===== src/lsdr_pkg.sv =====
`default_nettype none
package lsdr_pkg;

    ////////////////////////////////////////////////////////////////////////////////
    // Serial frame layout.
    localparam int ADDR_W = 7;
    localparam int DATA_W = 8;
    localparam int CMD_READ_BIT = 7;
    localparam logic [3:0] BITS_PER_BYTE = 4'h8;

    ////////////////////////////////////////////////////////////////////////////////
    // Register addresses.
    localparam logic [ADDR_W-1:0] ADDR_LINE_FEED_CONTROL = 7'h06;
    localparam logic [ADDR_W-1:0] ADDR_LINE_DETECT_STATUS = 7'h09;
    localparam logic [ADDR_W-1:0] ADDR_CODEC_LOOPBACK_CONTROL = 7'h16;

    ////////////////////////////////////////////////////////////////////////////////
    // Field positions.
    localparam int CMD_STATE_LSB = 0;
    localparam int CMD_STATE_MSB = 2;
    localparam int ACT_STATE_LSB = 4;
    localparam int ACT_STATE_MSB = 6;
    localparam int LOOPBACK_EN_BIT = 7;
    localparam int DET_LOOP_CLOSURE_BIT = 0;
    localparam int DET_RING_TRIP_BIT = 1;
    localparam int DET_GROUND_KEY_BIT = 2;
    localparam int DET_VOC_TRACK_BIT = 3;
    localparam int DET_SPEEDUP_BIT = 4;
    localparam int DET_COMMON_MODE_BIT = 5;
    localparam int DET_FLAG_COUNT = 6;

    ////////////////////////////////////////////////////////////////////////////////
    // Line feed state codes.
    localparam logic [2:0] LS_OPEN = 3'h0;
    localparam logic [2:0] LS_FWD_ACTIVE = 3'h1;
    localparam logic [2:0] LS_FWD_ON_HOOK = 3'h2;
    localparam logic [2:0] LS_TIP_OPEN = 3'h3;
    localparam logic [2:0] LS_RINGING = 3'h4;
    localparam logic [2:0] LS_REV_ACTIVE = 3'h5;
    localparam logic [2:0] LS_REV_ON_HOOK = 3'h6;
    localparam logic [2:0] LS_RING_OPEN = 3'h7;

    ////////////////////////////////////////////////////////////////////////////////
    // Reset values.
    localparam logic [2:0] LINE_STATE_RESET = LS_OPEN;
    localparam logic [7:0] LOOPBACK_RESET = 8'h00;
    localparam logic [7:0] READ_ZERO = 8'h00;

endpackage : lsdr_pkg
`default_nettype wire


===== src/lsdr_regs.sv =====
// What this block does
// - Bit 7 of the codec loopback register turns codec loopback on when 1, and the register resets to 0x00.
// - Detect status bit 5 reads 1 while the common-mode level is over its threshold.
// - Detect status bit 4 reads 1 while automatic speed-up is in effect and 0 when it is off.
// - Detect status bit 3 reads 1 while open-circuit voltage tracking applies after a battery drop.
// - Detect status bit 2 reads 1 while a ground key is detected.
// - Detect status bit 1 reads 1 while a ring trip is detected.
// - Detect status bit 0 reads 1 while a loop closure is detected.
// - The detect flags follow the live condition and never latch.
// - Bits 6:4 of the line feed register read the actual line state with the same codes.
// - The actual state field follows what the line really does, not the written command.
// - While ringing is commanded the actual field shows ringing in bursts and forward on-hook between.
`timescale 1ns/1ps
`default_nettype none
module lsdr_regs (
    // Clock and reset
    input wire logic clk,
    input wire logic rst,
    // Serial control port
    input wire logic spiCsN,
    input wire logic spiSclk,
    input wire logic spiMosi,
    output logic spiMiso,
    output logic spiMisoOe,
    // Live line conditions
    input wire logic loopClosureDet,
    input wire logic ringTripDet,
    input wire logic groundKeyDet,
    input wire logic openVoltageTrackDet,
    input wire logic speedupActive,
    input wire logic commonModeOverDet,
    // Automatic line control
    input wire logic ringBurstActive,
    input wire logic autoStateValid,
    input wire logic [2:0] autoState,
    // Control outputs
    output logic [2:0] commandedLineState,
    output logic [2:0] actualLineState,
    output logic codecLoopbackEn
);

    logic [lsdr_pkg::ADDR_W-1:0] regAddr;
    logic regWrEn;
    logic [lsdr_pkg::DATA_W-1:0] regWrData;
    logic [lsdr_pkg::DATA_W-1:0] regRdData;
    logic [lsdr_pkg::DET_FLAG_COUNT-1:0] detRaw;
    logic [lsdr_pkg::DET_FLAG_COUNT-1:0] detFlags_r;
    logic [2:0] actualLineState_nxt;

    ////////////////////////////////////////////////////////////////////////////////
    lsdr_spi_slave uSpi (
        .clk(clk),
        .rst(rst),
        .spiCsN(spiCsN),
        .spiSclk(spiSclk),
        .spiMosi(spiMosi),
        .spiMiso(spiMiso),
        .spiMisoOe(spiMisoOe),
        .regAddr(regAddr),
        .regWrEn(regWrEn),
        .regWrData(regWrData),
        .regRdData(regRdData)
    );

    ////////////////////////////////////////////////////////////////////////////////
    // Commanded line state; only the command field of a write is used.
    always_ff @(posedge clk or posedge rst) begin
        if (rst) begin
            commandedLineState <= lsdr_pkg::LINE_STATE_RESET;
        end else if (regWrEn && regAddr == lsdr_pkg::ADDR_LINE_FEED_CONTROL) begin
            commandedLineState <= regWrData[lsdr_pkg::CMD_STATE_MSB:lsdr_pkg::CMD_STATE_LSB];
        end
    end

    always_ff @(posedge clk or posedge rst) begin
        if (rst) begin
            codecLoopbackEn <= lsdr_pkg::LOOPBACK_RESET[lsdr_pkg::LOOPBACK_EN_BIT];
        end else if (regWrEn && regAddr == lsdr_pkg::ADDR_CODEC_LOOPBACK_CONTROL) begin
            codecLoopbackEn <= regWrData[lsdr_pkg::LOOPBACK_EN_BIT];
        end
    end

    ////////////////////////////////////////////////////////////////////////////////
    // An automatic override, such as a fault response, takes precedence over cadence.
    always_comb begin
        if (autoStateValid) begin
            actualLineState_nxt = autoState;
        end else if (commandedLineState == lsdr_pkg::LS_RINGING) begin
            actualLineState_nxt = ringBurstActive ? lsdr_pkg::LS_RINGING
                                                  : lsdr_pkg::LS_FWD_ON_HOOK;
        end else begin
            actualLineState_nxt = commandedLineState;
        end
    end

    always_ff @(posedge clk or posedge rst) begin
        if (rst) begin
            actualLineState <= lsdr_pkg::LINE_STATE_RESET;
        end else begin
            actualLineState <= actualLineState_nxt;
        end
    end

    ////////////////////////////////////////////////////////////////////////////////
    // Flags are resampled every cycle so that they never hold past the condition.
    assign detRaw[lsdr_pkg::DET_LOOP_CLOSURE_BIT] = loopClosureDet;
    assign detRaw[lsdr_pkg::DET_RING_TRIP_BIT] = ringTripDet;
    assign detRaw[lsdr_pkg::DET_GROUND_KEY_BIT] = groundKeyDet;
    assign detRaw[lsdr_pkg::DET_VOC_TRACK_BIT] = openVoltageTrackDet;
    assign detRaw[lsdr_pkg::DET_SPEEDUP_BIT] = speedupActive;
    assign detRaw[lsdr_pkg::DET_COMMON_MODE_BIT] = commonModeOverDet;

    genvar gi;
    generate
        for (gi = 0; gi < lsdr_pkg::DET_FLAG_COUNT; gi++) begin : gDet
            always_ff @(posedge clk or posedge rst) begin
                if (rst) begin
                    detFlags_r[gi] <= 1'b0;
                end else begin
                    detFlags_r[gi] <= detRaw[gi];
                end
            end
        end
    endgenerate

    ////////////////////////////////////////////////////////////////////////////////
    // Read multiplexer; unmapped addresses and reserved bits return zero.
    always_comb begin
        regRdData = lsdr_pkg::READ_ZERO;
        if (regAddr == lsdr_pkg::ADDR_LINE_FEED_CONTROL) begin
            regRdData[lsdr_pkg::CMD_STATE_MSB:lsdr_pkg::CMD_STATE_LSB] = commandedLineState;
            regRdData[lsdr_pkg::ACT_STATE_MSB:lsdr_pkg::ACT_STATE_LSB] = actualLineState;
        end else if (regAddr == lsdr_pkg::ADDR_LINE_DETECT_STATUS) begin
            regRdData[lsdr_pkg::DET_FLAG_COUNT-1:0] = detFlags_r;
        end else if (regAddr == lsdr_pkg::ADDR_CODEC_LOOPBACK_CONTROL) begin
            regRdData[lsdr_pkg::LOOPBACK_EN_BIT] = codecLoopbackEn;
        end
    end

endmodule : lsdr_regs
`default_nettype wire


===== src/lsdr_spi_slave.sv =====
`timescale 1ns/1ps
`default_nettype none
module lsdr_spi_slave (
    // Clock and reset
    input wire logic clk,
    input wire logic rst,
    // Serial pins, sampled on clk
    input wire logic spiCsN,
    input wire logic spiSclk,
    input wire logic spiMosi,
    output logic spiMiso,
    output logic spiMisoOe,
    // Register side
    output logic [lsdr_pkg::ADDR_W-1:0] regAddr,
    output logic regWrEn,
    output logic [lsdr_pkg::DATA_W-1:0] regWrData,
    input wire logic [lsdr_pkg::DATA_W-1:0] regRdData
);

    typedef enum logic [1:0] {sIdle, sCmd, sData, sDone} lsdr_spi_state_t;

    lsdr_spi_state_t state_r;
    logic sclkPrev_r;
    logic [3:0] bitCnt_r;
    logic [lsdr_pkg::DATA_W-1:0] inShift_r;
    logic [lsdr_pkg::DATA_W-1:0] outShift_r;
    logic isRead_r;
    logic loadPending_r;
    logic sclkRise;
    logic sclkFall;
    logic lastBit;
    logic [lsdr_pkg::DATA_W-1:0] inByte;

    assign sclkRise = spiSclk & ~sclkPrev_r;
    assign sclkFall = ~spiSclk & sclkPrev_r;
    assign lastBit = (bitCnt_r == lsdr_pkg::BITS_PER_BYTE - 4'h1);
    assign inByte = {inShift_r[lsdr_pkg::DATA_W-2:0], spiMosi};

    ////////////////////////////////////////////////////////////////////////////////
    always_ff @(posedge clk or posedge rst) begin
        if (rst) begin
            sclkPrev_r <= 1'b0;
        end else begin
            sclkPrev_r <= spiSclk;
        end
    end

    // Chip select high aborts any frame, so a partial frame never writes.
    always_ff @(posedge clk or posedge rst) begin
        if (rst) begin
            state_r <= sIdle;
            bitCnt_r <= 4'h0;
            inShift_r <= 8'h00;
            isRead_r <= 1'b0;
            regAddr <= 7'h00;
            regWrEn <= 1'b0;
            regWrData <= 8'h00;
            loadPending_r <= 1'b0;
        end else begin
            regWrEn <= 1'b0;
            loadPending_r <= 1'b0;
            if (spiCsN) begin
                state_r <= sIdle;
                bitCnt_r <= 4'h0;
            end else begin
                unique case (state_r)
                    sIdle: begin
                        state_r <= sCmd;
                        bitCnt_r <= 4'h0;
                    end
                    sCmd, sData: begin
                        if (sclkRise) begin
                            inShift_r <= inByte;
                            bitCnt_r <= lastBit ? 4'h0 : bitCnt_r + 4'h1;
                            if (lastBit && state_r == sCmd) begin
                                isRead_r <= inByte[lsdr_pkg::CMD_READ_BIT];
                                regAddr <= inByte[lsdr_pkg::ADDR_W-1:0];
                                loadPending_r <= 1'b1;
                                state_r <= sData;
                            end else if (lastBit) begin
                                regWrEn <= ~isRead_r;
                                regWrData <= inByte;
                                state_r <= sDone;
                            end
                        end
                    end
                    sDone: begin
                        state_r <= sDone;
                    end
                endcase
            end
        end
    end

    // Read data is captured one cycle after the address is known.
    always_ff @(posedge clk or posedge rst) begin
        if (rst) begin
            outShift_r <= 8'h00;
            spiMiso <= 1'b0;
            spiMisoOe <= 1'b0;
        end else begin
            spiMisoOe <= ~spiCsN;
            if (spiCsN) begin
                spiMiso <= 1'b0;
            end else if (loadPending_r) begin
                outShift_r <= isRead_r ? regRdData : lsdr_pkg::READ_ZERO;
            end else if (sclkFall && state_r == sData) begin
                spiMiso <= outShift_r[lsdr_pkg::DATA_W-1];
                outShift_r <= {outShift_r[lsdr_pkg::DATA_W-2:0], 1'b0};
            end
        end
    end

endmodule : lsdr_spi_slave
`default_nettype wire


===== config.mk =====
export PLATFORM = sky130hd
export DESIGN_NAME = lsdr_regs
export DESIGN_NICKNAME = d
export VERILOG_FILES = /design/src/lsdr_pkg.sv /design/src/lsdr_regs.sv /design/src/lsdr_spi_slave.sv
export SDC_FILE = /design/constraint.sdc
export NUM_CORES = 1
export LEC_CHECK = 0
export ABC_AREA = 1
export BUFFER_PORTS_ARGS = -buffer_cell sky130_fd_sc_hd__buf_2
export CAP_MARGIN = 20
export CORE_MARGIN = 2
export CORE_UTILIZATION = 57
export CTS_CLUSTER_DIAMETER = 50
export CTS_CLUSTER_SIZE = 25
export DETAILED_ROUTE_END_ITERATION = 6
export PLACE_DENSITY_LB_ADDON = 0.25
export REMOVE_ABC_BUFFERS = 1
export SLEW_MARGIN = 20
export SYNTH_ARGS = -nofsm -noshare
export SYNTH_HDL_FRONTEND = slang
export SYNTH_SLANG_ARGS = --single-unit

===== constraint.sdc =====
create_clock -name clk -period 1.98 [get_ports clk]
set_clock_uncertainty 0.15 [all_clocks]
set_input_delay 0.198 -clock clk [delete_from_list [all_inputs] [get_ports clk]]
set_output_delay 0.198 -clock clk [all_outputs]
set_load 0.03 [all_outputs]

### After elaboration in Yosys (flattened, before gate mapping)

Cells that the tools add are included.

* register bits after elaboration: 55
* input port bits: 16
* output and inout port bits: 9
* logic and storage cells: 91

* add/subtract/negate cells: 1
* eq/ne operators: 11
* muxes and demuxes: 35
* bitwise operators: 7
* reduce and logical (&&, ||, !) cells: 16

Operators by type and width (count)
* 8-bit 2-to-1 mux: 3
* 1-bit 2-to-1 mux: 17
* 3-bit 2-to-1 mux: 4
* 4-bit 2-to-1 mux: 3
* 2-bit 2-to-1 mux: 5
* 4-bit one-hot mux with 2 select lines: 1
* 2-bit AND reduction: 4
* 7-bit by 3-bit equality test with 1-bit output, second input constant: 1
* 7-bit by 4-bit equality test with 1-bit output, second input constant: 1
* 7-bit by 5-bit equality test with 1-bit output, second input constant: 1
* 6-bit 2-to-1 mux: 1
* 2-bit one-hot mux with 3 select lines: 1
* 1-bit NOT: 5
* 5-bit AND reduction: 1
* 4-bit by 1-bit adder with 4-bit output, second input constant: 1
* 2-bit equality test, second input constant: 2
* 4-bit by 3-bit equality test with 1-bit output, second input constant: 1
* 1-bit logical AND: 4
* 4-bit by 2-bit != test with 1-bit output, second input constant: 1
* 4-bit AND reduction: 1
* 2-bit nonzero test: 2
* 3-bit equality test, second input constant: 1
* 3-bit by 2-bit != test with 1-bit output, second input constant: 1
* 3-bit AND reduction: 1
* 6 further kinds: 7

### Longest topological paths before layout

Gate-level depths: netlist of the first run.

* word-level depth: 6
* mapped depth: 9
* gate-level depth less buffers: 9

### Hierarchy

From an unflattened synthesis of the first run, not the netlist that was laid out.

* cell total of the unflattened synthesis: 311
* area total of the unflattened synthesis: 2647.5 um2

Modules (own cells, without submodules)
* lsdr_spi_slave: times used 1, cells an instance 228, area an instance 1978.1 um2, sequential area each 1051.0 um2
* lsdr_regs: times used 1, cells an instance 83, area an instance 669.4 um2, sequential area each 325.3 um2

### Least setup slack after synthesis of the first run

No wires, ideal clock.

* path type: reg2reg
* start: register uSpi.state_r[0]
* end: register uSpi.bitCnt_r[0]
* library setup time: 0.064 ns
* data arrival time: 1.375 ns
* required time: 1.766 ns
* path slack: 0.391 ns
* stages on the path, launching flop included: 10
* buffers on the path: 0
* period minus slack after synthesis: 1.589 ns
* path through: dfrtp_1 inv_1 ha_1 inv_1 nor2_2 nand2_1 nand2_2 inv_2 a21oi_2 o21a_1

* longest elaborated chain between the ends: 4
* elaborated cells on any way between the ends: 9
* classes of those cells: eq/ne: 3; mux: 2; reduce/logical: 4

Ends and longest elaborated chain
* start: declaration: line lsdr_spi_slave.sv:22 `lsdr_spi_state_t state_r;`
* start signal: assignment: line lsdr_spi_slave.sv:51 `state_r <= sIdle;`
* start signal: assignment: line lsdr_spi_slave.sv:63 `state_r <= sIdle;`
* start signal: assignment: line lsdr_spi_slave.sv:68 `state_r <= sCmd;`
* 2-bit equality test / 2-bit by 1-bit equality test with 1-bit output (equally long branches): line lsdr_spi_slave.sv:66 `unique case (state_r)`
* 2-bit OR reduction: line lsdr_spi_slave.sv:66
* 4-bit one-hot mux with 2 select lines (tied with other cells): line lsdr_spi_slave.sv:66
* 4-bit 2-to-1 mux / 2-bit AND reduction (equally long branches)
* end signal: assignment: line lsdr_spi_slave.sv:74 `bitCnt_r <= lastBit ? 4'h0 : bitCnt_r + 4'h1;`
* end: declaration: line lsdr_spi_slave.sv:24 `logic [3:0] bitCnt_r;`

Parallel ways exist; a longest one is shown, timed or not.
A chain may end at the register's enable or synchronous reset.

### Final worst setup path of the first run

* start: register uSpi.state_r[0]
* end: register uSpi.regAddr[2] (netlist name)

* longest elaborated chain between the ends: 3
* elaborated cells on any way between the ends: 5
* classes of those cells: eq/ne: 2; reduce/logical: 3

Ends and longest elaborated chain
* 2-bit equality test / 2-bit by 1-bit equality test with 1-bit output (equally long branches): line lsdr_spi_slave.sv:66, lsdr_spi_slave.sv:75
* 2-bit OR reduction / 1-bit logical AND (equally long branches): line lsdr_spi_slave.sv:66, lsdr_spi_slave.sv:75
* 4-bit AND reduction (no line) *
* end signal: assignment: line lsdr_spi_slave.sv:77 `regAddr <= inByte[lsdr_pkg::ADDR_W-1:0];`
* end: declaration: line lsdr_spi_slave.sv:14 `output logic [lsdr_pkg::ADDR_W-1:0] regAddr,`

Every way passes the cells marked *; elsewhere a longest branch is shown, timed or not.

==> results of run 1 <==
## registers in the layout, summed over array words and instances (netlist names)
signal / flops
uSpi.outShift_r: 8
uSpi.inShift_r: 7
uSpi.regAddr: 7
detFlags_r: 6
uSpi.bitCnt_r: 4
uSpi.regWrData: 4
actualLineState: 3
commandedLineState: 3
uSpi.state_r: 2
codecLoopbackEn: 1
uSpi.isRead_r: 1
uSpi.loadPending_r: 1
uSpi.regWrEn: 1
uSpi.sclkPrev_r: 1
uSpi.spiMiso: 1
uSpi.spiMisoOe: 1
## repair_timing
| action | CTS | global route |
|---|---|---|
| endpoints found under the hold margin | 32 | 0 |
| buffers inserted | 0 | 0 |
| hold buffers | 13 | 0 |
## area by class of cell
| cell class | count | area, sq um |
|---|---|---|
| repair buffers | 39 | 265 |
| clock buffers | 7 | 76.3 |
| clock inverters | 1 | 5.00 |
| fillers | 320 | 1230 |
| multi-input cells | 167 | 873 |
| well taps | 50 | 62.6 |
| flip-flops and latches | 51 | 1280 |
| inverters | 39 | 149 |
## worst paths after layout
| kind | from | end | depth (start not counted) |
|---|---|---|---|
| worst max register to register | uSpi.state_r[0] | uSpi.regAddr[2] | 7 |
| max in group asynchronous | rst | uSpi.inShift_r[0] | 4 |
| worst max-delay path | uSpi.state_r[0] | uSpi.regAddr[2] | 7 |
| worst min register to register | uSpi.isRead_r | uSpi.regWrEn | 1 |
| worst min-delay path | autoStateValid | actualLineState[0] | 2 |
| min in group asynchronous | rst | uSpi.outShift_r[7] | 3 |
## worst max-delay path, cell delays in order (launching register included)
cell	delay (ns)
dfrtp_1	0.38
inv_1	0.09
ha_1	0.32
nand2_2	0.10
nor2_8	0.20
nand3_4	0.24
nand2_1	0.15
o21ai_2	0.06
## through the flow
stage / power (uW) / hold slack, ns / util (%) / cell area [sq um] / setup slack, ns
2_1_floorplan: 1830 / 0.0794 / - / 2300 / 0.346
3_5_place_dp: 2000 / 0.0917 / 63.3 / 2500 / 0.186
4_1_cts: 2570 / 0.00137 / 68.7 / 2710 / 0.171
6_report: 2560 / 0.0121 / 68.7 / 2710 / 0.179
3_3_place_gp: 1970 / 0.0885 / 63.3 / 2500 / 0.265
5_1_grt: 2750 / 0.0303 / 68.7 / 2710 / 0.0122
## cell usage after synthesis (all sizes together)
master	count
nand2	59
o21ai	31
ha	5
a22oi	1
nand4	2
dfrtp	51
nor2	31
nand3b	1
nand3	13
nor3b	1
buf	2
inv	39
a31oi	1
nor3	4
o21a	1
or2	1
a21oi	16
## metal layers
layer	vias up	global-route usage [%]	wire [microns]
met1	805	28.4	2030
li1	913	-	-
met2	27	35.4	2100
met3	9	4.50	123
met4	0	7.14	73
met5	-	0	0
## kinds of logic (layout without fill, tap and decap cells)
kind of cell / count (synthesis) / after routing
AOI/OAI and AO/OA: 50 / 50
and+or+nand+nor: 112 / 112
buffers and inverters: 41 / 86
DFF: 51 / 51
adders and majority gates: 5 / 5
## power groups by stage
stage	combinational [uW]	clock, uW	sequential (uW)
detailed placement	635	0	1360
finish	655	560	1340
floorplan	484	0	1350
global route	751	628	1370
CTS	659	574	1340
global placement	616	0	1350
==> out/results.ini, run 1 <==
[run_status]
status = finished, final reports clean

[layout]
num-nets-final = 324
instances_no_fill = 354
final_common_cell = nand2_1
diodes = 0
drive_gt1_share_pct = 18.8
final_cell_mix = nand2_1 (55), dfrtp_1 (51), inv_1 (34)
areaGrowthSynthToFinish_pct = 17.0

[clocking]
path_clk_slew_ns = 0.08
htreeDepth = 2
cts.sinks = 51
cts_buffers = 5
cts_max_path_buffers = 2
cts_tree = done
clk_latency_ns = 0.30
root_buffer = clkbuf_8
post_cts_resize_count = 0

[synthesis]
yosysTopAreaCellShare_pct = 55.1
muxShareOfSynthArea_pct = 0
synth-compound-area-share_pct = 12.7
synth_seq_cells = 51
syn_area_sq_um = 2310
synth_seq_area_share_pct = 55.1
yosysUniqueCellTypes = 28
syn_area_per_cell_sq_um = 8.94
syn_inst = 259
synth-simple-area-share_pct = 22.3
synth_warnings = 0
synth_adder_area_share_pct = 2.70
synthTopCellsByArea = dfrtp_1 (55%), nand2_1 (8.9%), inv_1 (5.7%)
synth_top_family_by_area = simple AND/OR/NAND/NOR gates
synth_area_leader_cell = dfrtp_1
synth_xor_area_share_pct = 0

[global_routing]
overflow = 0
grt_util_all_layers_pct = 21.5
grt_pass1_wl_microns = 7250
grt_pass1_vias = 1591
grt_max_degree = 24
antenna_found_initial = 0

[sta]
period_share_pct = 91.0
setup_viol = 0
fmax_mhz = 555
drv_slew = 0
fin_crit_ns = 1.80
rsz0062_at_grt = no
hold_violations = 0
slew_headroom_pct = 67.8
worstMarginPinSlew_ns = 0.482
finalSetupTns_ns = 0

[worst_setup_path]
required_ns = 2.01
end_kind = register
worstSetupStartpointType = register
criticalPathCategory = reg2reg
cp.arrival_ns = 1.84
reg2reg_slack_ns = 0.18
cp_max_fo = 17

[power]
p_leak_uw = 0.00135
vdd_ir_drop_max_mv = 0.774
clkPwrFrac_pct = 21.9
p_switching_uw = 833
p_sw_share_pct = 32.6
comb_power_share_pct = 25.6
seq_power_share_pct = 52.4
p_int_uw = 1720
power_density_nw_per_um2 = 944

[die]
rows = 23
design.core.area_sq_um = 3940
ios = 25
fp.dieW_microns = 67.7
die_h_microns = 67.7
fp.dieArea_sq_um = 4590
start_util_pct = 58.7

[drt]
routed-via-count = 1754
final_antenna_net_count = 0
drcViolationCount = 0
detail_route.wl_per_cell_microns = 12.2
firstDrtPassIters = 4
drtIter0Drc = 125
vias_per_cell = 4.95
wl_microns = 4330

[run]
maxCapViolCount = 0

[min_path]
min_path_type = in2reg

[place]
hpwl_microns = 3210
portBuffers = 24
gp_congestion = 0.814
place_inst = 333

(Power assumes the default switching activity.)
==> inputs of run 2 (changes only) <==
CTS_CLUSTER_DIAMETER = 200   (was 50)
GPL_TIMING_DRIVEN = 0   (was unset)
RECOVER_POWER = 100   (was unset)
==> run 2 against run 1 <==
Against the previous run:
- worst setup slack better by 0.0024 ns
- combinational power is 6.6% lower
- first-iteration DRC count is 19% lower
- cell count is 0.28% lower
- final area is 1.4% lower
- core utilization is 0.95 points lower
- sequential cell count stayed put
- non-clock buffer count is 1 higher
- register-to-register slack hardly changed
- highest routed layer unchanged
- die area stayed put
==> out/results.ini, run 2 (synthesis gave the netlist of run 1 again) <==
[global_routing]
grt_util_all_layers_pct = 21.3  ; was 21.5%
grt_pass1_wl_microns = 7160  ; was 7250 microns
grt_max_degree = 37  ; was 24
grt_pass1_vias = 1639  ; was 1591
overflow = 0  ; unchanged
antenna_found_initial = 0  ; unchanged

[worst_setup_path]
end_kind = register  ; unchanged
r2r-start = uSpi.state_r[0]  ; unchanged
cpPeakStageDelay_ns = 0.38  ; about the same
cp_max_fo = 8  ; was 17
worstSetupStartpointType = register  ; unchanged
required_ns = 2.03  ; was 2.01 ns
cp_slowest_cell = dfrtp_1  ; unchanged
crit_buf_inv = 3  ; was 1
crit_top_cell = nand2_1
crit_start = uSpi.state_r[0]  ; unchanged
crit_path_cell_trace = inv_1 > ha_1 > nand3_1 > nand2_1 > nand2_1 > inv_2 > or2_1 > nand2_1 > inv_1  ; was inv_1 > ha_1 > nand2_2 > nor2_8 > nand3_4 > nand2_1 > o21ai_2
path_delay_family = simple AND/OR/NAND/NOR gates  ; unchanged
criticalPathCategory = reg2reg  ; unchanged
cp.arrival_ns = 1.85  ; was 1.84 ns

[drt]
vias_per_cell = 5.11  ; was 4.95
firstDrtPassIters = 4  ; unchanged
drtIter0Drc = 101  ; was 125
drcViolationCount = 0  ; unchanged
routed-via-count = 1803  ; was 1754
final_antenna_net_count = 0  ; unchanged
wl_microns = 4200  ; was 4330 microns
detail_route.wl_per_cell_microns = 11.9  ; was 12.2 microns

[place]
portBuffers = 24  ; unchanged
place_ws_ns = 0.173  ; was 0.186 ns
dpl_cell_area_sq_um = 2500  ; about the same
hpwl_microns = 2950  ; was 3210 microns
gp_congestion = 0.792  ; was 0.814

[power]
p_leak_uw = 0.00129  ; was 0.00135 uW
vdd_ir_drop_max_mv = 0.586  ; was 0.774 mV
seq_power_share_pct = 53.7  ; was 52.4%
p_int_uw = 1700  ; was 1720 uW
comb_power_share_pct = 24.5  ; was 25.6%
clkPwrFrac_pct = 21.8  ; was 21.9%
p_sw_share_pct = 31.8  ; was 32.6%
power_density_nw_per_um2 = 934  ; was 944 nW/um^2
p_switching_uw = 792  ; was 833 uW
power_uw = 2500  ; was 2560 uW

[min_path]
min_path_type = in2reg  ; unchanged
min_from = ringBurstActive  ; was autoStateValid

[die]
rows = 23  ; unchanged
fp.dieW_microns = 67.7  ; unchanged
start_util_pct = 58.7  ; unchanged
die_h_microns = 67.7  ; unchanged
ios = 25  ; unchanged
design.core.area_sq_um = 3940  ; unchanged
fp.dieArea_sq_um = 4590  ; unchanged

[layout]
diodes = 0  ; unchanged
drive_gt1_share_pct = 11.6  ; was 18.8%
regMostFlops = uSpi.outShift_r  ; unchanged
areaGrowthSynthToFinish_pct = 15.4  ; was 17.0%
final_cell_mix = nand2_1 (57), dfrtp_1 (51), inv_1 (35)  ; was nand2_1 (55), dfrtp_1 (51), inv_1 (34)
final_common_cell = nand2_1  ; unchanged
fillers = 334  ; was 320
final_area_sq_um = 2670  ; was 2710 sq um
largest_reg_flops = 8  ; unchanged
fin_util_pct = 67.7  ; was 68.7%
num-nets-final = 325  ; was 324
top_regs = uSpi.outShift_r x8, uSpi.inShift_r x7, uSpi.regAddr x7  ; unchanged

[sta]
rsz0062_at_grt = no  ; unchanged
setup_viol = 0  ; unchanged
worstMarginPinSlew_ns = 0.613  ; was 0.482 ns
finalSetupTns_ns = 0  ; unchanged
drv_slew = 0  ; unchanged
hold_violations = 0  ; unchanged
fin_crit_ns = 1.80  ; about the same
period_share_pct = 90.9  ; was 91.0%
fin_ws_ns = 0.181  ; was 0.179 ns
fmax_mhz = 556  ; was 555 MHz
slew_headroom_pct = 59.1  ; was 67.8%

[clocking]
path_clk_slew_ns = 0.09  ; was 0.08 ns
cts_max_path_buffers = 2  ; unchanged
cts_tree = done  ; unchanged
cts_setup_buffers = 0  ; unchanged
clk_latency_ns = 0.29  ; was 0.30 ns
htreeDepth = 2  ; unchanged
cts.sinks = 51  ; unchanged
root_buffer = clkbuf_8  ; unchanged
cts_buffers = 5  ; unchanged

[run]
maxCapViolCount = 0  ; unchanged

[run_status]
status = finished, final reports clean  ; unchanged

-- run 2: cell count changes in the layout (fill, tap and decap cells not counted), sizes merged --
cell / change
dlygate4sd3: +2
clkinv: -1
clkbuf: +11
buf: -13
-- run 2: area by class of cell --
cell class / instances / area, sq um / area share (%)
clock buffer: 6 / 72.6 / 2.72
inverter: 39 / 149 / 5.58
multi-input combinational: 167 / 846 / 31.7
sequential: 51 / 1280 / 47.8
tap: 50 / 62.6 / 2.34
timing repair buffer: 40 / 264 / 9.89
-- run 2: metal layers --
| metal | vias up | wire (microns) | track usage (%) | part of all wire, % |
|---|---|---|---|---|
| li1 | 907 | - | - | - |
| met1 | 852 | 1860 | 27.0 | 44 |
| met2 | 36 | 2100 | 35.3 | 50 |
| met3 | 8 | 155 | 5.00 | 3.7 |
| met4 | 0 | 80 | 7.91 | 1.9 |
| met5 | - | 0 | 0 | 0 |
-- run 2: per-stage QoR --
stage	instances	hold WS [ns]
final	353	0.0288
after global routing	353	0.0294
after floorplan	257	0.0794
after global placement	331	0.157
after detailed placement	332	0.0520
after CTS	353	0.0179
-- run 2: final timing paths --
path | to | slack [ns] | cells after the start
max | uSpi.outShift_r[5] | 0.18 | 9
min | actualLineState[1] | 0.03 | 4
max reg2reg | uSpi.outShift_r[5] | 0.18 | 9
min reg2reg | uSpi.regWrEn | 0.33 | 1
max in group asynchronous | uSpi.regAddr[3] | 0.35 | 4
min in group asynchronous | actualLineState[1] | 0.37 | 3
-- run 2: what timing repair did --
action,in CTS,in global routing
hold buffers,15,0
endpoints found under the hold margin,26,0
resized for setup,0,0
-- run 2: worst min-delay path, cell delays in order --
cell and delay (ns):
buf_2 0.08, nor3_1 0.05, nand2_1 0.05, a31oi_1 0.07
-- run 2: power by group through the flow --
stage	logic (uW)	clock network [uW]	registers [uW]
2_1_floorplan	484	0	1350
3_3_place_gp	595	0	1360
5_1_grt	713	614	1360
6_report	612	543	1340
4_1_cts	646	553	1340
3_5_place_dp	619	0	1360
==> inputs of run 3 (changes only) <==
ABC_AREA = unset   (was 1)
==> run 3 against run 2 <==
Against the previous run:
- the flow now finishes with violations (negative setup slack)
- global-route usage up 3.0 points
- register-to-register slack worse by 0.19 ns
- clock power is 6.1% higher
- wire length up 14%
- sequential cell count stayed put
- synthesized area fell by 5.8%
- highest routed layer unchanged
==> out/results.ini, run 3 <==
[synthesis]
synth_seq_cells = 51  ; unchanged
synth_xor_area_share_pct = 0  ; unchanged
syn_area_per_cell_sq_um = 12.4  ; was 8.94 sq um
ys_async_sr_fraction_pct = 100  ; unchanged
yosysTopAreaCellShare_pct = 58.5  ; was 55.1%
synth_most_common_cell = dfrtp_1  ; was nand2_1
synth_warnings = 0  ; unchanged
synth-edff-count = 0  ; unchanged
synth-simple-area-share_pct = 12.4  ; was 22.3%
synth_adder_area_share_pct = 2.87  ; was 2.70%
synth_top_family_by_area = multiplexers  ; was simple AND/OR/NAND/NOR gates
muxShareOfSynthArea_pct = 13.8  ; was 0%
synth-compound-area-share_pct = 10.2  ; was 12.7%
synth_area_leader_cell = dfrtp_1  ; unchanged
yosysUniqueCellTypes = 38  ; was 28
yosys-top-cells-count = dfrtp_1 (51), mux2_2 (16), nand2_1 (14), nor2_1 (11)  ; was nand2_1 (55), dfrtp_1 (51), inv_1 (35), nor2_1 (27), o21ai_0 (21)
synth_seq_area_share_pct = 58.5  ; was 55.1%
synthTopCellsByArea = dfrtp_1 (59%), mux2_2 (8.3%), mux2_4 (5.5%)  ; was dfrtp_1 (55%), nand2_1 (8.9%), inv_1 (5.7%)
syn_inst = 176  ; was 259
syn_area_sq_um = 2180  ; was 2310 sq um
synthFlopType = dfrtp_1  ; unchanged

[run_status]
status = complete, but fails checks  ; was finished, final reports clean
violations = negative setup slack

[layout]
final_area_sq_um = 2730  ; was 2670 sq um
drive_gt1_share_pct = 34.2  ; was 11.6%
top_regs = uSpi.outShift_r x8, uSpi.inShift_r x7, uSpi.regAddr x7  ; unchanged
diodes = 0  ; unchanged
num-nets-final = 248  ; was 325
areaGrowthSynthToFinish_pct = 25.0  ; was 15.4%
regMostFlops = uSpi.outShift_r  ; unchanged
instances_no_fill = 276  ; was 353
final_cell_mix = dfrtp_1 (51), buf_2 (24), nand2_1 (14)  ; was nand2_1 (57), dfrtp_1 (51), inv_1 (35)
multiInputGateArea_sq_um = 941  ; was 846 sq um
largest_reg_flops = 8  ; unchanged
seqCellArea_sq_um = 1280  ; unchanged
fillers = 242  ; was 334
final_common_cell = dfrtp_1  ; was nand2_1

[clocking]
cts.sinks = 51  ; unchanged
root_buffer = clkbuf_8  ; unchanged
htreeDepth = 2  ; unchanged
cts_buffers = 5  ; unchanged
cts_tree = done  ; unchanged
clk_latency_ns = 0.30  ; was 0.29 ns
path_clk_slew_ns = 0.09  ; about the same
cts_max_path_buffers = 2  ; unchanged

[sta]
period_share_pct = 101  ; was 90.9%
rsz0062_at_grt = yes  ; was no
fin_crit_ns = 1.99  ; was 1.80 ns
fin_ws_ns = -0.0102  ; was 0.181 ns
finalSetupTns_ns = -0.0363  ; was 0 ns
fmax_mhz = 502  ; was 556 MHz
drv_slew = 0  ; unchanged
hold_violations = 0  ; unchanged
timing.hold.ws_ns = 0.0156  ; was 0.0288 ns
slew_headroom_pct = 55.9  ; was 59.1%
setup_viol = 5  ; was 0
worstMarginPinSlew_ns = 0.652  ; was 0.613 ns

[global_routing]
grt_max_degree = 33  ; was 37
overflow = 0  ; unchanged
grt_pass1_wl_microns = 7680  ; was 7160 microns
grt_util_all_layers_pct = 24.2  ; was 21.3%
grt_pass1_vias = 1597  ; was 1639
antenna_found_initial = 0  ; unchanged

[power]
power_uw = 2740  ; was 2500 uW
p_leak_uw = 0.00131  ; was 0.00129 uW
power_density_nw_per_um2 = 1010  ; was 934 nW/um^2
vdd_ir_drop_max_mv = 0.557  ; was 0.586 mV

[place]
gp_congestion = 0.851  ; was 0.792
portBuffers = 24  ; unchanged
hpwl_microns = 2940  ; was 2950 microns
place_inst = 246  ; was 332
dpl_cell_area_sq_um = 2360  ; was 2500 sq um

[drt]
vias_per_cell = 5.92  ; was 5.11
drtIter0Drc = 104  ; was 101
wl_met2_microns = 2370  ; was 2100 microns
firstDrtPassIters = 4  ; unchanged
detail_route.wl_per_cell_microns = 17.3  ; was 11.9 microns
wl_microns = 4780  ; was 4200 microns
met3_length_microns = 229  ; was 155 microns
drcViolationCount = 0  ; unchanged
m1WireLength_microns = 2030  ; was 1860 microns
routed.top_layer = met4  ; unchanged
routed-via-count = 1634  ; was 1803
final_antenna_net_count = 0  ; unchanged

[die]
start_util_pct = 59.6  ; was 58.7%
design.core.area_sq_um = 3660  ; was 3940 sq um
fp.dieArea_sq_um = 4340  ; was 4590 sq um
rows = 22  ; was 23
fp.dieW_microns = 65.9  ; was 67.7 microns
ios = 25  ; unchanged
die_h_microns = 65.9  ; was 67.7 microns

[worst_setup_path]
cp_max_fo = 5  ; was 8
path_delay_family = simple AND/OR/NAND/NOR gates  ; unchanged
cpPeakStageDelay_ns = 0.59  ; was 0.38 ns
crit_path_cell_trace = inv_2 > ha_4 > nand2_4 > or4_4 > mux2_4  ; was inv_1 > ha_1 > nand3_1 > nand2_1 > nand2_1 > inv_2 > or2_1 > nand2_1 > inv_1
required_ns = 2.02  ; was 2.03 ns
cp_slowest_cell = or4_4  ; was dfrtp_1
criticalPathCategory = reg2reg  ; unchanged
crit_buf_inv = 1  ; was 3
cp.arrival_ns = 2.03  ; was 1.85 ns
end_kind = register  ; unchanged
worstSetupStartpointType = register  ; unchanged

[run]
maxCapViolCount = 0  ; unchanged

[min_path]
min_path_type = in2reg  ; unchanged

==> run 3: changes by cell type in the layout (fill, tap and decap cells not counted), sizes merged, moves of 10 or more <==
cell | previous run | this run
a21oi | 16 | 6
inv | 39 | 8
nand2 | 59 | 15
o21ai | 31 | 8
mux2 | 0 | 24
buf | 13 | 33
nor2 | 31 | 11
clkbuf | 18 | 7
==> run 3: through the flow <==
stage / setup WS [ns] / util (%)
2_1_floorplan: -0.220 / -
3_3_place_gp: -0.330 / 64.0
3_5_place_dp: -0.383 / 64.5
4_1_cts: -0.0257 / 73.1
5_1_grt: -0.0581 / 74.5
6_report: -0.0102 / 74.5
==> run 3: layout make-up <==
cell class	count	area share, %
repair buffers	46	12.4
flip-flops and latches	51	46.8
inverters	8	1.10
clock inverters	1	0.184
clock buffers	7	2.80
multi-input cells	115	34.5
well taps	48	2.20
==> run 3: repair_timing <==
item | 4_1_cts | 5_1_grt
setup endpoints to repair | 28 | 25
hold endpoints to repair | 30 | 0
resized for setup | 10 | 10
setup buffers | 6 | 2
cloned | 1 | 0
hold buffers | 13 | 0
pin swaps | 4 | 4
==> run 3: kinds of logic after synthesis <==
kind of cell             Yosys count
multiplexers                      24
buffers and inverters             11
adder cells (fa/ha/maj)            5
flip-flops                        51
AND/OR/NAND/NOR                   51
AO/OA/AOI/OAI                     34
==> run 3: final timing paths <==
path                                  from           endpoint  slack [ns]  cells after the start
min in group asynchronous              rst      detFlags_r[3]        0.28                      3
min                                spiMosi    uSpi.regAddr[0]        0.02                      2
min reg2reg                  uSpi.isRead_r       uSpi.regWrEn        0.32                      1
max reg2reg                uSpi.state_r[1]    uSpi.regAddr[5]       -0.01                      5
max                        uSpi.state_r[1]    uSpi.regAddr[5]       -0.01                      5
max in group asynchronous              rst  uSpi.inShift_r[6]        0.89                      4
==> run 3: report_power, final <==
group          switching, uW  internal, uW
Clock                    328           249
Sequential               126          1230
Combinational            425           392
Total                    878          1870
==> run 3: layer usage <==
| metal | GRT usage [%] | vias up |
|---|---|---|
| met5 | 0 | - |
| met2 | 37.0 | 58 |
| li1 | - | 738 |
| met4 | 14.1 | 0 |
| met1 | 31.2 | 819 |
| met3 | 6.30 | 19 |
